--- src/wdc_params.svh ---
// Purpose: constants of the watchdog control block
// Assumes: included by bare name from the package and the design modules
// Notes:   offsets are byte addresses on the apb port, data in the low byte
`ifndef WDC_PARAMS_SVH
`define WDC_PARAMS_SVH

// register byte offsets
`define WDC_CTRL_OFS      12'h000
`define WDC_STATUS_OFS    12'h004
`define WDC_MASK_OFS      12'h008

// watchdog_control field positions
`define WDC_FLAG_BIT      7
`define WDC_IE_BIT        6
`define WDC_WDP3_BIT      5
`define WDC_UNLOCK_BIT    4
`define WDC_WDE_BIT       3
`define WDC_WDP_LO_MSB    2

// event status field positions
`define WDC_EVT_TIMEOUT   0
`define WDC_EVT_RESET     1

// reset values
`define WDC_WDP_RST       4'h0
`define WDC_MASK_RST      2'h0
`define WDC_UNLOCK_RST    3'h0

// change_unlock stays open this many system clock cycles
`define WDC_UNLOCK_CYCLES 3'h4

// time-out length: 2^(base + code) oscillator cycles, codes up to the max
`define WDC_BASE_LOG2     11
`define WDC_MAX_CODE      4'h9

`endif

--- src/wdc_pkg.sv ---
// Purpose: types shared by the watchdog control modules
// Assumes: wdc_params.svh holds every number
// Notes:   state of each module is one packed struct
package wdc_pkg;
  `include "wdc_params.svh"

  // counter width covers the longest time-out
  localparam int unsigned CNT_W = `WDC_BASE_LOG2 + int'(`WDC_MAX_CODE) + 1;

  // mode from {system_reset_enable, timeout_irq_enable}, gray along 00-01-11
  typedef enum logic [1:0] {
    WDC_STOPPED  = 2'h0,
    WDC_IRQ_ONLY = 2'h1,
    WDC_IRQ_RST  = 2'h3,
    WDC_RST_ONLY = 2'h2
  } wdc_mode_e;

  typedef struct packed {
    logic              flag;
    logic              ie;
    logic              system_reset_enable;
    logic [3:0]        wdp;
    logic              unlock;
    logic [2:0]        ucnt;
    logic [1:0]        sts;
    logic [1:0]        msk;
    logic              rst_req;
    logic [31:0]       prdata;
  } wdc_ctl_s;

  typedef struct packed {
    logic [CNT_W-1:0]  cnt;
    logic              timeout;
  } wdc_cnt_s;
endpackage : wdc_pkg

--- src/wdc_cnt_if.sv ---
// Purpose: carrier between control logic and the oscillator counter
// Assumes: one clock domain, tick is a one-cycle pulse per oscillator cycle
// Notes:   timeout is a one-cycle pulse from a flip-flop
`timescale 1ns/1ps
interface wdc_cnt_if;
  logic       tick;
  logic       restart;
  logic       run;
  logic [3:0] period;
  logic       timeout;

  modport ctl (output tick, output restart, output run, output period, input timeout);
  modport cnt (input tick, input restart, input run, input period, output timeout);
endinterface : wdc_cnt_if

--- src/wdc_top.sv ---
// Purpose: watchdog timer control with apb register access
// Assumes: osc_tick is one pclk pulse per oscillator cycle, already synchronous
// Notes:   pready is always high; prdata is captured in the setup cycle
// Operation
// - time-out in an interrupt mode sets timeout_irq_flag, bit 7.
// - flag clears on vector taken or software writing one to it.
// - interrupt request needs global enable and timeout_irq_enable both set.
// - combined mode: first time-out sets flag; vector clears enable and flag.
// - combined mode: second time-out with flag pending gives system reset.
// - unprogrammed always-on: reset/irq enable pair selects stopped/irq/reset/both.
// - programmed always-on forces system reset mode whatever the bits.
// - clearing reset enable or changing period needs change_unlock set.
// - change_unlock clears itself four system clock cycles after set.
// - reset enable held at one while reset cause flag is set.
// - time-out length is 2048 times two to the period code.
// - period_select msb at bit 5, low three bits at 2:0.
// - counter advances on ticks of the separate slow oscillator.
// - restart instruction zeroes the counter; software restarts before time-out.
`timescale 1ns/1ps
`include "wdc_params.svh"
module wdc_top #(
  parameter int unsigned ADDR_W = 12
) (
  // apb slave
  input  wire logic              pclk,
  input  wire logic              presetn,
  input  wire logic              psel,
  input  wire logic              penable,
  input  wire logic              pwrite,
  input  wire logic [ADDR_W-1:0] paddr,
  input  wire logic [31:0]       pwdata,
  output logic      [31:0]       prdata,
  output logic                   pready,
  output logic                   pslverr,
  // processor and reset unit side
  input  wire logic              osc_tick,
  input  wire logic              wdt_restart,
  input  wire logic              irq_vector_ack,
  input  wire logic              global_irq_enable,
  input  wire logic              always_on_setting_n,
  input  wire logic              watchdog_reset_cause_flag,
  // requests out
  output logic                   timeout_irq_req,
  output logic                   sys_reset_req,
  output logic                   irq
);
  wdc_pkg::wdc_ctl_s  s_q;
  wdc_pkg::wdc_ctl_s  s_d;
  wdc_pkg::wdc_mode_e mode;
  wdc_cnt_if          cif ();

  logic       acc;
  logic       wr_ctrl;
  logic       wr_sts;
  logic       wr_msk;
  logic       hit;
  logic [7:0] wd;
  logic       wde_eff;
  logic       ie_eff;
  logic       set_flag;
  logic       rst_evt;
  logic [7:0] ctrl_rd;
  logic [31:0] rd;

  // apb decode, writes land in the access cycle only
  always_comb begin
    acc     = psel && penable;
    hit     = (paddr == `WDC_CTRL_OFS) || (paddr == `WDC_STATUS_OFS) ||
              (paddr == `WDC_MASK_OFS);
    wr_ctrl = acc && pwrite && (paddr == `WDC_CTRL_OFS);
    wr_sts  = acc && pwrite && (paddr == `WDC_STATUS_OFS);
    wr_msk  = acc && pwrite && (paddr == `WDC_MASK_OFS);
    wd      = pwdata[7:0];
  end

  // programmed always-on locks reset enable to 1 and irq enable to 0
  always_comb begin
    wde_eff = s_q.system_reset_enable || !always_on_setting_n;
    ie_eff  = s_q.ie && always_on_setting_n;
    mode    = wdc_pkg::wdc_mode_e'({wde_eff, ie_eff});
  end

  // time-out action by mode
  always_comb begin
    set_flag = 1'b0;
    rst_evt  = 1'b0;
    if (cif.timeout) begin
      unique case (mode)
        wdc_pkg::WDC_STOPPED:  begin
        end
        wdc_pkg::WDC_IRQ_ONLY: begin
          set_flag = 1'b1;
        end
        wdc_pkg::WDC_IRQ_RST:  begin
          // unserviced flag means the handler never ran: reset instead
          if (s_q.flag) begin
            rst_evt = 1'b1;
          end else begin
            set_flag = 1'b1;
          end
        end
        wdc_pkg::WDC_RST_ONLY: begin
          rst_evt = 1'b1;
        end
      endcase
    end
  end

  // read view of watchdog_control, period split across bits 5 and 2:0
  always_comb begin
    ctrl_rd = 8'h00;
    ctrl_rd[`WDC_FLAG_BIT]        = s_q.flag;
    ctrl_rd[`WDC_IE_BIT]          = ie_eff;
    ctrl_rd[`WDC_WDP3_BIT]        = s_q.wdp[3];
    ctrl_rd[`WDC_UNLOCK_BIT]      = s_q.unlock;
    ctrl_rd[`WDC_WDE_BIT]         = wde_eff;
    ctrl_rd[`WDC_WDP_LO_MSB -: 3] = s_q.wdp[2:0];
    unique case (paddr)
      `WDC_CTRL_OFS:   rd = {24'h000000, ctrl_rd};
      `WDC_STATUS_OFS: rd = {30'h00000000, s_q.sts};
      `WDC_MASK_OFS:   rd = {30'h00000000, s_q.msk};
      default:         rd = 32'h00000000;
    endcase
  end

  // next state of all control registers
  always_comb begin
    s_d         = s_q;
    s_d.rst_req = rst_evt;
    if (psel && !penable) begin
      s_d.prdata = rd;
    end
    // change_unlock window runs down, a new unlock write re-arms it
    if (s_q.ucnt != `WDC_UNLOCK_RST) begin
      s_d.ucnt = s_q.ucnt - 3'h1;
    end
    if (s_q.ucnt == 3'h1) begin
      s_d.unlock = 1'b0;
    end
    if (wr_ctrl) begin
      s_d.ie = wd[`WDC_IE_BIT];
      // setting reset enable is always allowed, clearing is protected
      if (wd[`WDC_WDE_BIT]) begin
        s_d.system_reset_enable = 1'b1;
      end else if (s_q.unlock) begin
        s_d.system_reset_enable = 1'b0;
      end
      if (s_q.unlock) begin
        s_d.wdp = {wd[`WDC_WDP3_BIT], wd[`WDC_WDP_LO_MSB -: 3]};
      end
      if (wd[`WDC_UNLOCK_BIT]) begin
        s_d.unlock = 1'b1;
        s_d.ucnt   = `WDC_UNLOCK_CYCLES;
      end
    end
    // handler entry in combined mode falls back to pure reset mode
    if (irq_vector_ack && s_q.flag && mode == wdc_pkg::WDC_IRQ_RST) begin
      s_d.ie = 1'b0;
    end
    if (watchdog_reset_cause_flag) begin
      s_d.system_reset_enable = 1'b1;
    end
    // flag: clears by vector or write-one, a same-cycle set_flag wins
    s_d.flag = (s_q.flag && !(irq_vector_ack || (wr_ctrl && wd[`WDC_FLAG_BIT]))) ||
               set_flag;
    // sticky event bits, write one to clear, set wins
    s_d.sts = (s_q.sts & ~(wr_sts ? wd[1:0] : 2'h0)) | {rst_evt, set_flag};
    if (wr_msk) begin
      s_d.msk = wd[1:0];
    end
  end

  always_ff @(posedge pclk or negedge presetn) begin
    if (!presetn) begin
      s_q        <= '0;
      s_q.wdp    <= `WDC_WDP_RST;
      s_q.msk    <= `WDC_MASK_RST;
      s_q.ucnt   <= `WDC_UNLOCK_RST;
    end else begin
      s_q <= s_d;
    end
  end

  // counter link
  assign cif.tick    = osc_tick;
  assign cif.restart = wdt_restart;
  assign cif.run     = mode != wdc_pkg::WDC_STOPPED;
  assign cif.period  = s_q.wdp;

  wdc_counter wdc_counter_i (
    .pclk    (pclk),
    .presetn (presetn),
    .cif     (cif)
  );

  // outputs
  assign prdata          = s_q.prdata;
  assign pready          = 1'b1;
  assign pslverr         = acc && !hit;
  assign timeout_irq_req = s_q.flag && ie_eff && global_irq_enable;
  assign sys_reset_req   = s_q.rst_req;
  assign irq             = |(s_q.sts & s_q.msk);

  property p_irq_sets_flag;
    @(posedge pclk) disable iff (!presetn)
      (cif.timeout && mode == wdc_pkg::WDC_IRQ_ONLY) |=> s_q.flag;
  endproperty
  a_irq_sets_flag: assert property (p_irq_sets_flag)
    else $error("interrupt-mode time-out did not set the flag");

  property p_flag_clear;
    @(posedge pclk) disable iff (!presetn)
      ((irq_vector_ack || (wr_ctrl && wd[`WDC_FLAG_BIT])) && !cif.timeout) |=> !s_q.flag;
  endproperty
  a_flag_clear: assert property (p_flag_clear)
    else $error("flag not cleared by vector or write-one");

  property p_req_gated;
    @(posedge pclk) disable iff (!presetn)
      timeout_irq_req |-> global_irq_enable && s_q.ie && always_on_setting_n && s_q.flag;
  endproperty
  a_req_gated: assert property (p_req_gated)
    else $error("interrupt request without both enables");

  property p_combined_ack;
    @(posedge pclk) disable iff (!presetn)
      (mode == wdc_pkg::WDC_IRQ_RST && s_q.flag && irq_vector_ack && !cif.timeout)
        |=> !s_q.ie && !s_q.flag;
  endproperty
  a_combined_ack: assert property (p_combined_ack)
    else $error("vector in combined mode left enable or flag set");

  property p_second_timeout;
    @(posedge pclk) disable iff (!presetn)
      (mode == wdc_pkg::WDC_IRQ_RST && s_q.flag && cif.timeout) |=> sys_reset_req ##1 !sys_reset_req;
  endproperty
  a_second_timeout: assert property (p_second_timeout)
    else $error("second time-out did not give one reset pulse");

  property p_always_on;
    @(posedge pclk) disable iff (!presetn)
      (!always_on_setting_n && cif.timeout) |=> sys_reset_req && !$rose(s_q.flag);
  endproperty
  a_always_on: assert property (p_always_on)
    else $error("always-on time-out did not reset");

  property p_protected;
    @(posedge pclk) disable iff (!presetn)
      (wr_ctrl && !s_q.unlock) |=> $stable(s_q.wdp) && (s_q.system_reset_enable || !$past(s_q.system_reset_enable));
  endproperty
  a_protected: assert property (p_protected)
    else $error("protected field changed while locked");

  property p_unlock_window;
    @(posedge pclk) disable iff (!presetn)
      (wr_ctrl && wd[`WDC_UNLOCK_BIT]) ##1 !(wr_ctrl && wd[`WDC_UNLOCK_BIT]) [*4]
        |=> !s_q.unlock;
  endproperty
  a_unlock_window: assert property (p_unlock_window)
    else $error("change_unlock outlived four cycles");

  property p_unlock_held;
    @(posedge pclk) disable iff (!presetn)
      (wr_ctrl && wd[`WDC_UNLOCK_BIT]) |=> s_q.unlock [*4];
  endproperty
  a_unlock_held: assert property (p_unlock_held)
    else $error("change_unlock dropped early");

  property p_cause_holds_wde;
    @(posedge pclk) disable iff (!presetn)
      watchdog_reset_cause_flag |=> s_q.system_reset_enable;
  endproperty
  a_cause_holds_wde: assert property (p_cause_holds_wde)
    else $error("reset enable cleared while cause flag set");

  // reset-only mode asks for reset and never raises the flag
  property p_reset_only;
    @(posedge pclk) disable iff (!presetn)
      (mode == wdc_pkg::WDC_RST_ONLY && cif.timeout) |=> sys_reset_req && !$rose(s_q.flag);
  endproperty
  a_reset_only: assert property (p_reset_only)
    else $error("reset-only time-out did not give a reset");

  // stopped mode: a late time-out pulse must leave no trace
  property p_stopped_quiet;
    @(posedge pclk) disable iff (!presetn)
      (mode == wdc_pkg::WDC_STOPPED) |=> !sys_reset_req && !$rose(s_q.flag);
  endproperty
  a_stopped_quiet: assert property (p_stopped_quiet)
    else $error("stopped mode gave a reset or a flag");

  // unlocked write takes the split period field as written on the bus
  property p_period_split;
    @(posedge pclk) disable iff (!presetn)
      (wr_ctrl && s_q.unlock) |=>
        s_q.wdp == {$past(pwdata[`WDC_WDP3_BIT]), $past(pwdata[`WDC_WDP_LO_MSB -: 3])};
  endproperty
  a_period_split: assert property (p_period_split)
    else $error("period field not taken from bits 5 and 2:0");

  // a new flag always leaves its sticky event bit behind
  property p_flag_event;
    @(posedge pclk) disable iff (!presetn)
      $rose(s_q.flag) |-> s_q.sts[`WDC_EVT_TIMEOUT];
  endproperty
  a_flag_event: assert property (p_flag_event)
    else $error("flag set without its event bit");

  // setting reset enable needs no unlock, only clearing is guarded
  property p_wde_set;
    @(posedge pclk) disable iff (!presetn)
      (wr_ctrl && wd[`WDC_WDE_BIT]) |=> s_q.system_reset_enable;
  endproperty
  a_wde_set: assert property (p_wde_set)
    else $error("write of one to reset enable was lost");
endmodule : wdc_top

--- src/wdc_counter.sv ---
// Purpose: watchdog_counter, counts oscillator ticks up to the selected period
// Assumes: tick and restart are synchronous one-cycle pulses
// Notes:   reserved period codes behave as the longest period
`timescale 1ns/1ps
`include "wdc_params.svh"
module wdc_counter #(
  parameter int unsigned BASE_LOG2 = `WDC_BASE_LOG2,
  parameter logic [3:0]  MAX_CODE  = `WDC_MAX_CODE
) (
  // clock and reset
  input wire logic pclk,
  input wire logic presetn,
  // link to control logic
  wdc_cnt_if.cnt   cif
);
  localparam int unsigned W = wdc_pkg::CNT_W;

  wdc_pkg::wdc_cnt_s s_q;
  wdc_pkg::wdc_cnt_s s_d;
  logic [3:0]        code;
  logic [W-1:0]      last;

  // clamp reserved codes, terminal count is one below the length
  always_comb begin
    code = (cif.period > MAX_CODE) ? MAX_CODE : cif.period;
    last = (W'(1) << (BASE_LOG2 + 32'(code))) - W'(1);
  end

  // count on oscillator ticks only; >= catches a shortened period at once
  always_comb begin
    s_d         = s_q;
    s_d.timeout = 1'b0;
    if (cif.restart || !cif.run) begin
      s_d.cnt = '0;
    end else if (cif.tick) begin
      if (s_q.cnt >= last) begin
        s_d.cnt     = '0;
        s_d.timeout = 1'b1;
      end else begin
        s_d.cnt = s_q.cnt + W'(1);
      end
    end
  end

  always_ff @(posedge pclk or negedge presetn) begin
    if (!presetn) begin
      s_q <= '0;
    end else begin
      s_q <= s_d;
    end
  end

  assign cif.timeout = s_q.timeout;

  property p_restart_zero;
    @(posedge pclk) disable iff (!presetn) cif.restart |=> s_q.cnt == '0;
  endproperty
  a_restart_zero: assert property (p_restart_zero)
    else $error("counter not zero after restart");

  property p_tick_only;
    @(posedge pclk) disable iff (!presetn)
      (cif.run && !cif.restart && !cif.tick) |=> $stable(s_q.cnt) && !s_q.timeout;
  endproperty
  a_tick_only: assert property (p_tick_only)
    else $error("counter moved without an oscillator tick");

  property p_timeout_at_last;
    @(posedge pclk) disable iff (!presetn)
      s_q.timeout |-> $past(cif.tick) && $past(s_q.cnt) >= $past(last) && s_q.cnt == '0;
  endproperty
  a_timeout_at_last: assert property (p_timeout_at_last)
    else $error("time-out not at the selected terminal count");
endmodule : wdc_counter

--- config.mk ---
export PLATFORM = sky130hd
export DESIGN_NAME = wdc_top
export DESIGN_NICKNAME = d
export VERILOG_FILES = /design/src/wdc_pkg.sv /design/src/wdc_cnt_if.sv /design/src/wdc_top.sv /design/src/wdc_counter.sv
export VERILOG_INCLUDE_DIRS = /design/src
export SDC_FILE = /design/constraint.sdc
export NUM_CORES = 1
export LEC_CHECK = 0
export BUFFER_PORTS_ARGS = -buffer_cell sky130_fd_sc_hd__buf_2
export CAP_MARGIN = 20
export CORE_MARGIN = 10
export CORE_UTILIZATION = 58
export DETAILED_ROUTE_END_ITERATION = 7
export PLACE_DENSITY = 0.86
export SLEW_MARGIN = 20
export SYNTH_ARGS = -nofsm -noshare
export SYNTH_HDL_FRONTEND = slang
export SYNTH_HIERARCHICAL = 1
export SYNTH_SLANG_ARGS = --single-unit
--- constraint.sdc ---
create_clock -name pclk -period 6.5 [get_ports pclk]
set_input_delay 1.625 -clock pclk [delete_from_list [all_inputs] [get_ports pclk]]
set_output_delay 1.625 -clock pclk [all_outputs]
set_load 0.01 [all_outputs]
Word level (Yosys, flattened, before mapping)
Cells that the tools add are included.

Bits in registers: 70. Input bits: 55. Output and inout bits: 37.

Add/sub/neg operators: 4. Order comparisons: 2. Eq/ne operators: 6. Shift-type cells: 1. Mux-type cells: 23. Bitwise gates (word level): 4. Reductions and logical operators: 35.

Operators with widths (count): 2-to-1 mux 21 bit (2); left shift 1 x 32 -> 21 bit (first input constant) (1); one-hot mux 8 bit (3 select lines) (1); 2-to-1 mux 22 bit (1); adder 21 x 1 -> 21 bit (second input constant) (1); greater-or-equal comparator 21 bit (1); subtractor 21 x 2 -> 21 bit (second input constant) (1); logical AND 1 bit (14); == test 12 x 3 -> 1 bit (second input constant) (1); == test 12 x 4 -> 1 bit (second input constant) (1); logical NOT 12 bit (1); 2-to-1 mux 4 bit (3); 2-to-1 mux 1 bit (11); 2-to-1 mux 10 bit (1); nonzero test 2 bit (4); logical OR 1 bit (6); nonzero test 3 bit (2); adder 4 x 4 -> 5 bit (first input constant) (1); logical NOT 1 bit (5); AND 2 bit (2); == test 2 bit (second input constant) (2); greater-than comparator 4 bit (second input constant) (1); one-hot mux 1 bit (2 select lines) (2); AND reduction 2 bit (2); 8 further kinds (8).

Depth between registers and ports, before layout
Word-level depth: 9. Gate-level depth with buffers: 21.

By module
The synthesis kept the hierarchy.

Modules (own cells, without submodules): wdc_counter (instances 1, cells each 268, area an instance 2137.0 µm²); wdc_top (instances 1, cells each 144, area an instance 1462.7 µm²).

Worst setup path after synthesis
OpenSTA, ideal clock, no wires.

Path type: input to output. Start point: input port paddr[9]. End point: output port pslverr. Arrival: 2238 ps. Path slack: 2637 ps. Cell stages on the path: 3. Path buffers: 0. Cells stage by stage: nor4_2 > and3_1 > a21oi_1.

Longest elaborated chain between the ends: 5.

Ends and longest elaborated chain: start, declared (RTL line wdc_top.sv:30) `input wire logic [ADDR_W-1:0] paddr,`; == test 12 x 3 -> 1 bit / logical NOT 12 bit (equally long branches); logical OR 1 bit (RTL line wdc_top.sv:68) `` hit = (paddr == `WDC_CTRL_OFS) || (paddr == `WDC_STATUS_OFS) || ``; logical OR 1 bit (*) (RTL line wdc_top.sv:68); logical NOT 1 bit (*) (RTL line wdc_top.sv:199) `assign pslverr = acc && !hit;`; logical AND 1 bit (*) (RTL line wdc_top.sv:199); end, declared (RTL line wdc_top.sv:34) `output logic pslverr,`.

Every way passes the cells marked *; elsewhere a longest branch is shown, timed or not.

Final worst setup path
Start point: register s_q, in the netlist cif.period[1]. End point: register wdc_counter_i/s_q[6] in the netlist's numbering.

Longest elaborated chain between the ends: 9.

Ends and longest elaborated chain: start, declared (RTL line wdc_top.sv:47) `wdc_pkg::wdc_ctl_s s_q;`; greater-than comparator 4 bit (RTL line wdc_counter.sv:25) `code = (cif.period > MAX_CODE) ? MAX_CODE : cif.period;`; 2-to-1 mux 4 bit (*) (RTL line wdc_counter.sv:25); adder 4 x 4 -> 5 bit (*) (RTL line wdc_counter.sv:26) `last = (W'(1) << (BASE_LOG2 + 32'(code))) - W'(1);`; left shift 1 x 32 -> 21 bit (*) (RTL line wdc_counter.sv:26); subtractor 21 x 2 -> 21 bit (*) (RTL line wdc_counter.sv:26); greater-or-equal comparator 21 bit (*) (RTL line wdc_counter.sv:36) `if (s_q.cnt >= last) begin`; 2-to-1 mux 21 bit (*) (RTL line wdc_counter.sv:36); 2-to-1 mux 22 bit (*) (RTL line wdc_counter.sv:35) `end else if (cif.tick) begin`; 2-to-1 mux 21 bit (*) (RTL line wdc_counter.sv:33) `if (cif.restart || !cif.run) begin`; end signal, assigned (RTL line wdc_counter.sv:47) `s_q <= '0;`; end signal, assigned (RTL line wdc_counter.sv:49) `s_q <= s_d;`; end, declared (RTL line wdc_counter.sv:18) `wdc_pkg::wdc_cnt_s s_q;`.

Every way passes the cells marked *; elsewhere a longest branch is shown, timed or not. The select of a mux whose other input is x is not followed. A chain may end at the register's enable or synchronous reset.

==> flow_summary.yaml <==
status:
  outcome: "finished clean"
finish:
  nNetsFinal: 519
  final_design_area_no_fill_sq_um: 3760
  syn_to_final_growth_pct: 4.59
  fin_util_pct: 62.8
  antenna_cells: 0
  drive_above_1_share_pct: 16.7
pwr:
  p_comb_share_pct: 17.5
  switching_share_pct: 28.8
  power_switching_mw: 0.186
  seqPwrFrac_pct: 48.4
  intPower_mw: 0.460
  power_frac_clock_pct: 34.0
  p_leak_nw: 1.81
  ir_drop_v: 0.000196
  p_per_area_nw_per_um2: 172
routing:
  drt_iter0_drc: 179
  wl_microns: 8130
  dr.pass1.iters: 4
  drtAntennaViolNets: 0
  via_count: 3048
  wl_per_cell_microns: 15.9
  drcViolationCount: 0
  vias_per_cell: 5.95
clock_network:
  cts_buffers: 5
  h-tree-depth: 2
  cts_hold_buf: 0
  cts_buffer_depth: 2
  worstSkewPairLatency_ns: 0.31
  cts_resized: 0
  cts_sinks: 46
  clk_pin_slew_ns: 0.09
  post_cts_buffers: 0
  clock-root-buffer: "clkbuf_8"
  tritoncts: "done"
critical_path:
  crit_arrival_ns: 4.90
  r2r_slack_ns: 1.83
  crit_path_end_kind: "flip-flop"
  path_class: "flip-flop to flip-flop"
  cp_max_fo: 40
  worstPathRequired_ns: 6.73
  startpoint_type: "flip-flop"
grt:
  grt_antenna_before_repair: 0
  grt_usage_pct: 16.0
  grt_max_degree: 47
  grt_pass1_vias: 2906
  grt_pass1_wl_microns: 13500
  grt_overflow: 0
place:
  gp_congestion: 0.863
  port_buffers: 42
  dp_hpwl_microns: 6070
  dpl_cell_area_sq_um: 3650
sta:
  fin_crit_sh_pct: 71.9
  finalSetupViolCount: 0
  max_freq_mhz: 214
  period_needed_ns: 4.67
  hold_violations: 0
  maxSlewViolCount: 0
  worstMarginPinSlew_ns: 0.697
  fin_skew_ns: 0.00815
  slew_headroom_pct: 53.3
  rsz0062_at_grt: "false"
  fin_tns_setup_ns: 0
floorplanning:
  design.core.area_sq_um: 5990
  std_cell_rows: 28
  chipWidth_microns: 98.8
  start_util_pct: 60.1
  die_area_sq_um: 9760
  die_h_microns: 98.8
  ios: 92
synth:
  ys_types: 64
  async_reset_ff_share_pct: 100
  synth_edf_count: 0
  syn_avg_cell_area_sq_um: 8.74
  yosysSeqAreaShare_pct: 32.0
  synthCells: 412
  syn_area_sq_um: 3600
  ys.flop_type: "dfrtp_1"
  yosys_warnings: 6
  synth_seq_cells: 46
worst_hold_path:
  hold_class: "flip-flop to flip-flop"
flow_run:
  max_cap_viol_count: 0
-- sequential cells by signal, indices dropped and copies added, names as in the netlist --
register / cells
wdc_counter_i/cif.timeout: 1
sys_reset_req: 1
s_q: 9
wdc_counter_i/s_q: 21
prdata: 8
cif.period: 4
ctrl_rd: 2
-- synthesized netlist by cell type (all sizes together), types with 9 or more instances --
cell / n / area [sq um]
ha: 28 / 350
nand4: 10 / 68.8
nor3: 9 / 61.3
buf: 45 / 334
nor2: 22 / 85.1
nand2: 34 / 130
dfrtp: 46 / 1150
nand3: 20 / 100
a21oi: 37 / 185
a31oi: 15 / 93.8
inv: 16 / 60.1
o21ai: 24 / 131
-- kinds of logic after synthesis --
logic type / synth area share, %
muxes: 3.72
xor gates and xnor gates: 1.22
buffers and inverters: 11.7
and+or+nand+nor: 21.0
AOI/OAI and AO/OA: 20.2
adders and majority gates: 9.73
DFF: 32.0
other: 0.417
-- per-layer routing --
| layer | part of all wire (%) | vias to the layer above | wire length (microns) | track usage [%] |
|---|---|---|---|---|
| met4 | 1.8 | 0 | 147 | 6.28 |
| met1 | 45 | 1457 | 3640 | 20.4 |
| met2 | 48 | 88 | 3930 | 25.9 |
| met3 | 5.1 | 14 | 416 | 3.21 |
| li1 | - | 1489 | - | - |
| met5 | 0 | - | 0 | 0 |
-- worst max-delay path: stages, from the launching register on --
cell and delay, ns:
dfrtp_1 0.55, or2_1 0.41, a21oi_1 0.26, ha_1 0.45
nor2_1 0.19, nor2_1 0.09, o21ai_4 0.23, o21ai_1 0.12
a221oi_2 0.26, o211a_1 0.18, ha_1 0.26, a21oi_1 0.13
o21ai_0 0.14, a311oi_2 0.27, a21o_2 0.63, o21ai_0 0.20
a31oi_1 0.21
-- final cells by class --
class,count,area (sq um)
clock buffer,5,68.8
sequential,46,1150
tap,75,93.8
fill,509,2230
clock inverter,3,43.8
inverter,16,60.1
timing repair buffer,42,213
multi-input combinational,325,2130
-- through the flow --
| step | setup WS [ns] | power [mW] | instances | hold slack (ns) |
|---|---|---|---|---|
| 2_1_floorplan | 2.64 | 0.407 | 439 | 0.450 |
| 3_3_place_gp | 2.09 | 0.422 | 504 | 0.461 |
| 3_5_place_dp | 1.93 | 0.430 | 504 | 0.472 |
| 4_1_cts | 1.89 | 0.650 | 512 | 0.494 |
| 5_1_grt | 1.39 | 0.676 | 512 | 0.536 |
| 6_report | 1.83 | 0.646 | 512 | 0.486 |
-- worst paths after layout --
check	start	cells after the start	end
max	cif.period[1]$_DFFE_PN0P_	16	wdc_counter_i/s_q[6]$_DFFE_PN0P_
min	prdata[1]$_DFFE_PN0P_	2	prdata[1]$_DFFE_PN0P_
min in group asynchronous	presetn	1	s_q[38]$_DFF_PN0_
min reg2reg	prdata[1]$_DFFE_PN0P_	2	prdata[1]$_DFFE_PN0P_
max in group asynchronous	presetn	1	wdc_counter_i/s_q[16]$_DFFE_PN0P_
max reg2reg	cif.period[1]$_DFFE_PN0P_	16	wdc_counter_i/s_q[6]$_DFFE_PN0P_
-- power groups by stage --
stage / Clock (mW) / Combinational, mW / Sequential [mW]
4_1_cts: 0.225 / 0.112 / 0.313
6_report: 0.220 / 0.113 / 0.313
3_5_place_dp: 0 / 0.112 / 0.318
5_1_grt: 0.232 / 0.129 / 0.315
2_1_floorplan: 0 / 0.0918 / 0.315
3_3_place_gp: 0 / 0.104 / 0.318
-- cell usage in the layout, fill, tap and decap left out, types with 3 or more instances in the layout --
cell      netlist  layout
a21oi_1        37      37
nand3b_1        4       4
mux2_4          4       4
a41oi_1         5       5
a21boi_0        3       3
buf_2           6      41
clkbuf_8        0       5
xnor2_1         4       4
o21ai_0        16      16
dfrtp_1        46      46
a21o_1          3       3
inv_1          15      15
nor2b_1         5       5
nand4_1         9       9
nand3_1        20      20
nor2_1         21      21
ha_1           28      28
and2_1          3       3
conb_1          4      31
a31oi_1        15      15
a22o_1          7       7
o21ai_1         7       7
nor3_1          7       7
mux2i_1         4       4
nand2b_1        8       8
mux2_2          3       3
nand2_1        33      33
and3_1          7       7
Note: power is estimated with default switching activity, not from simulation.
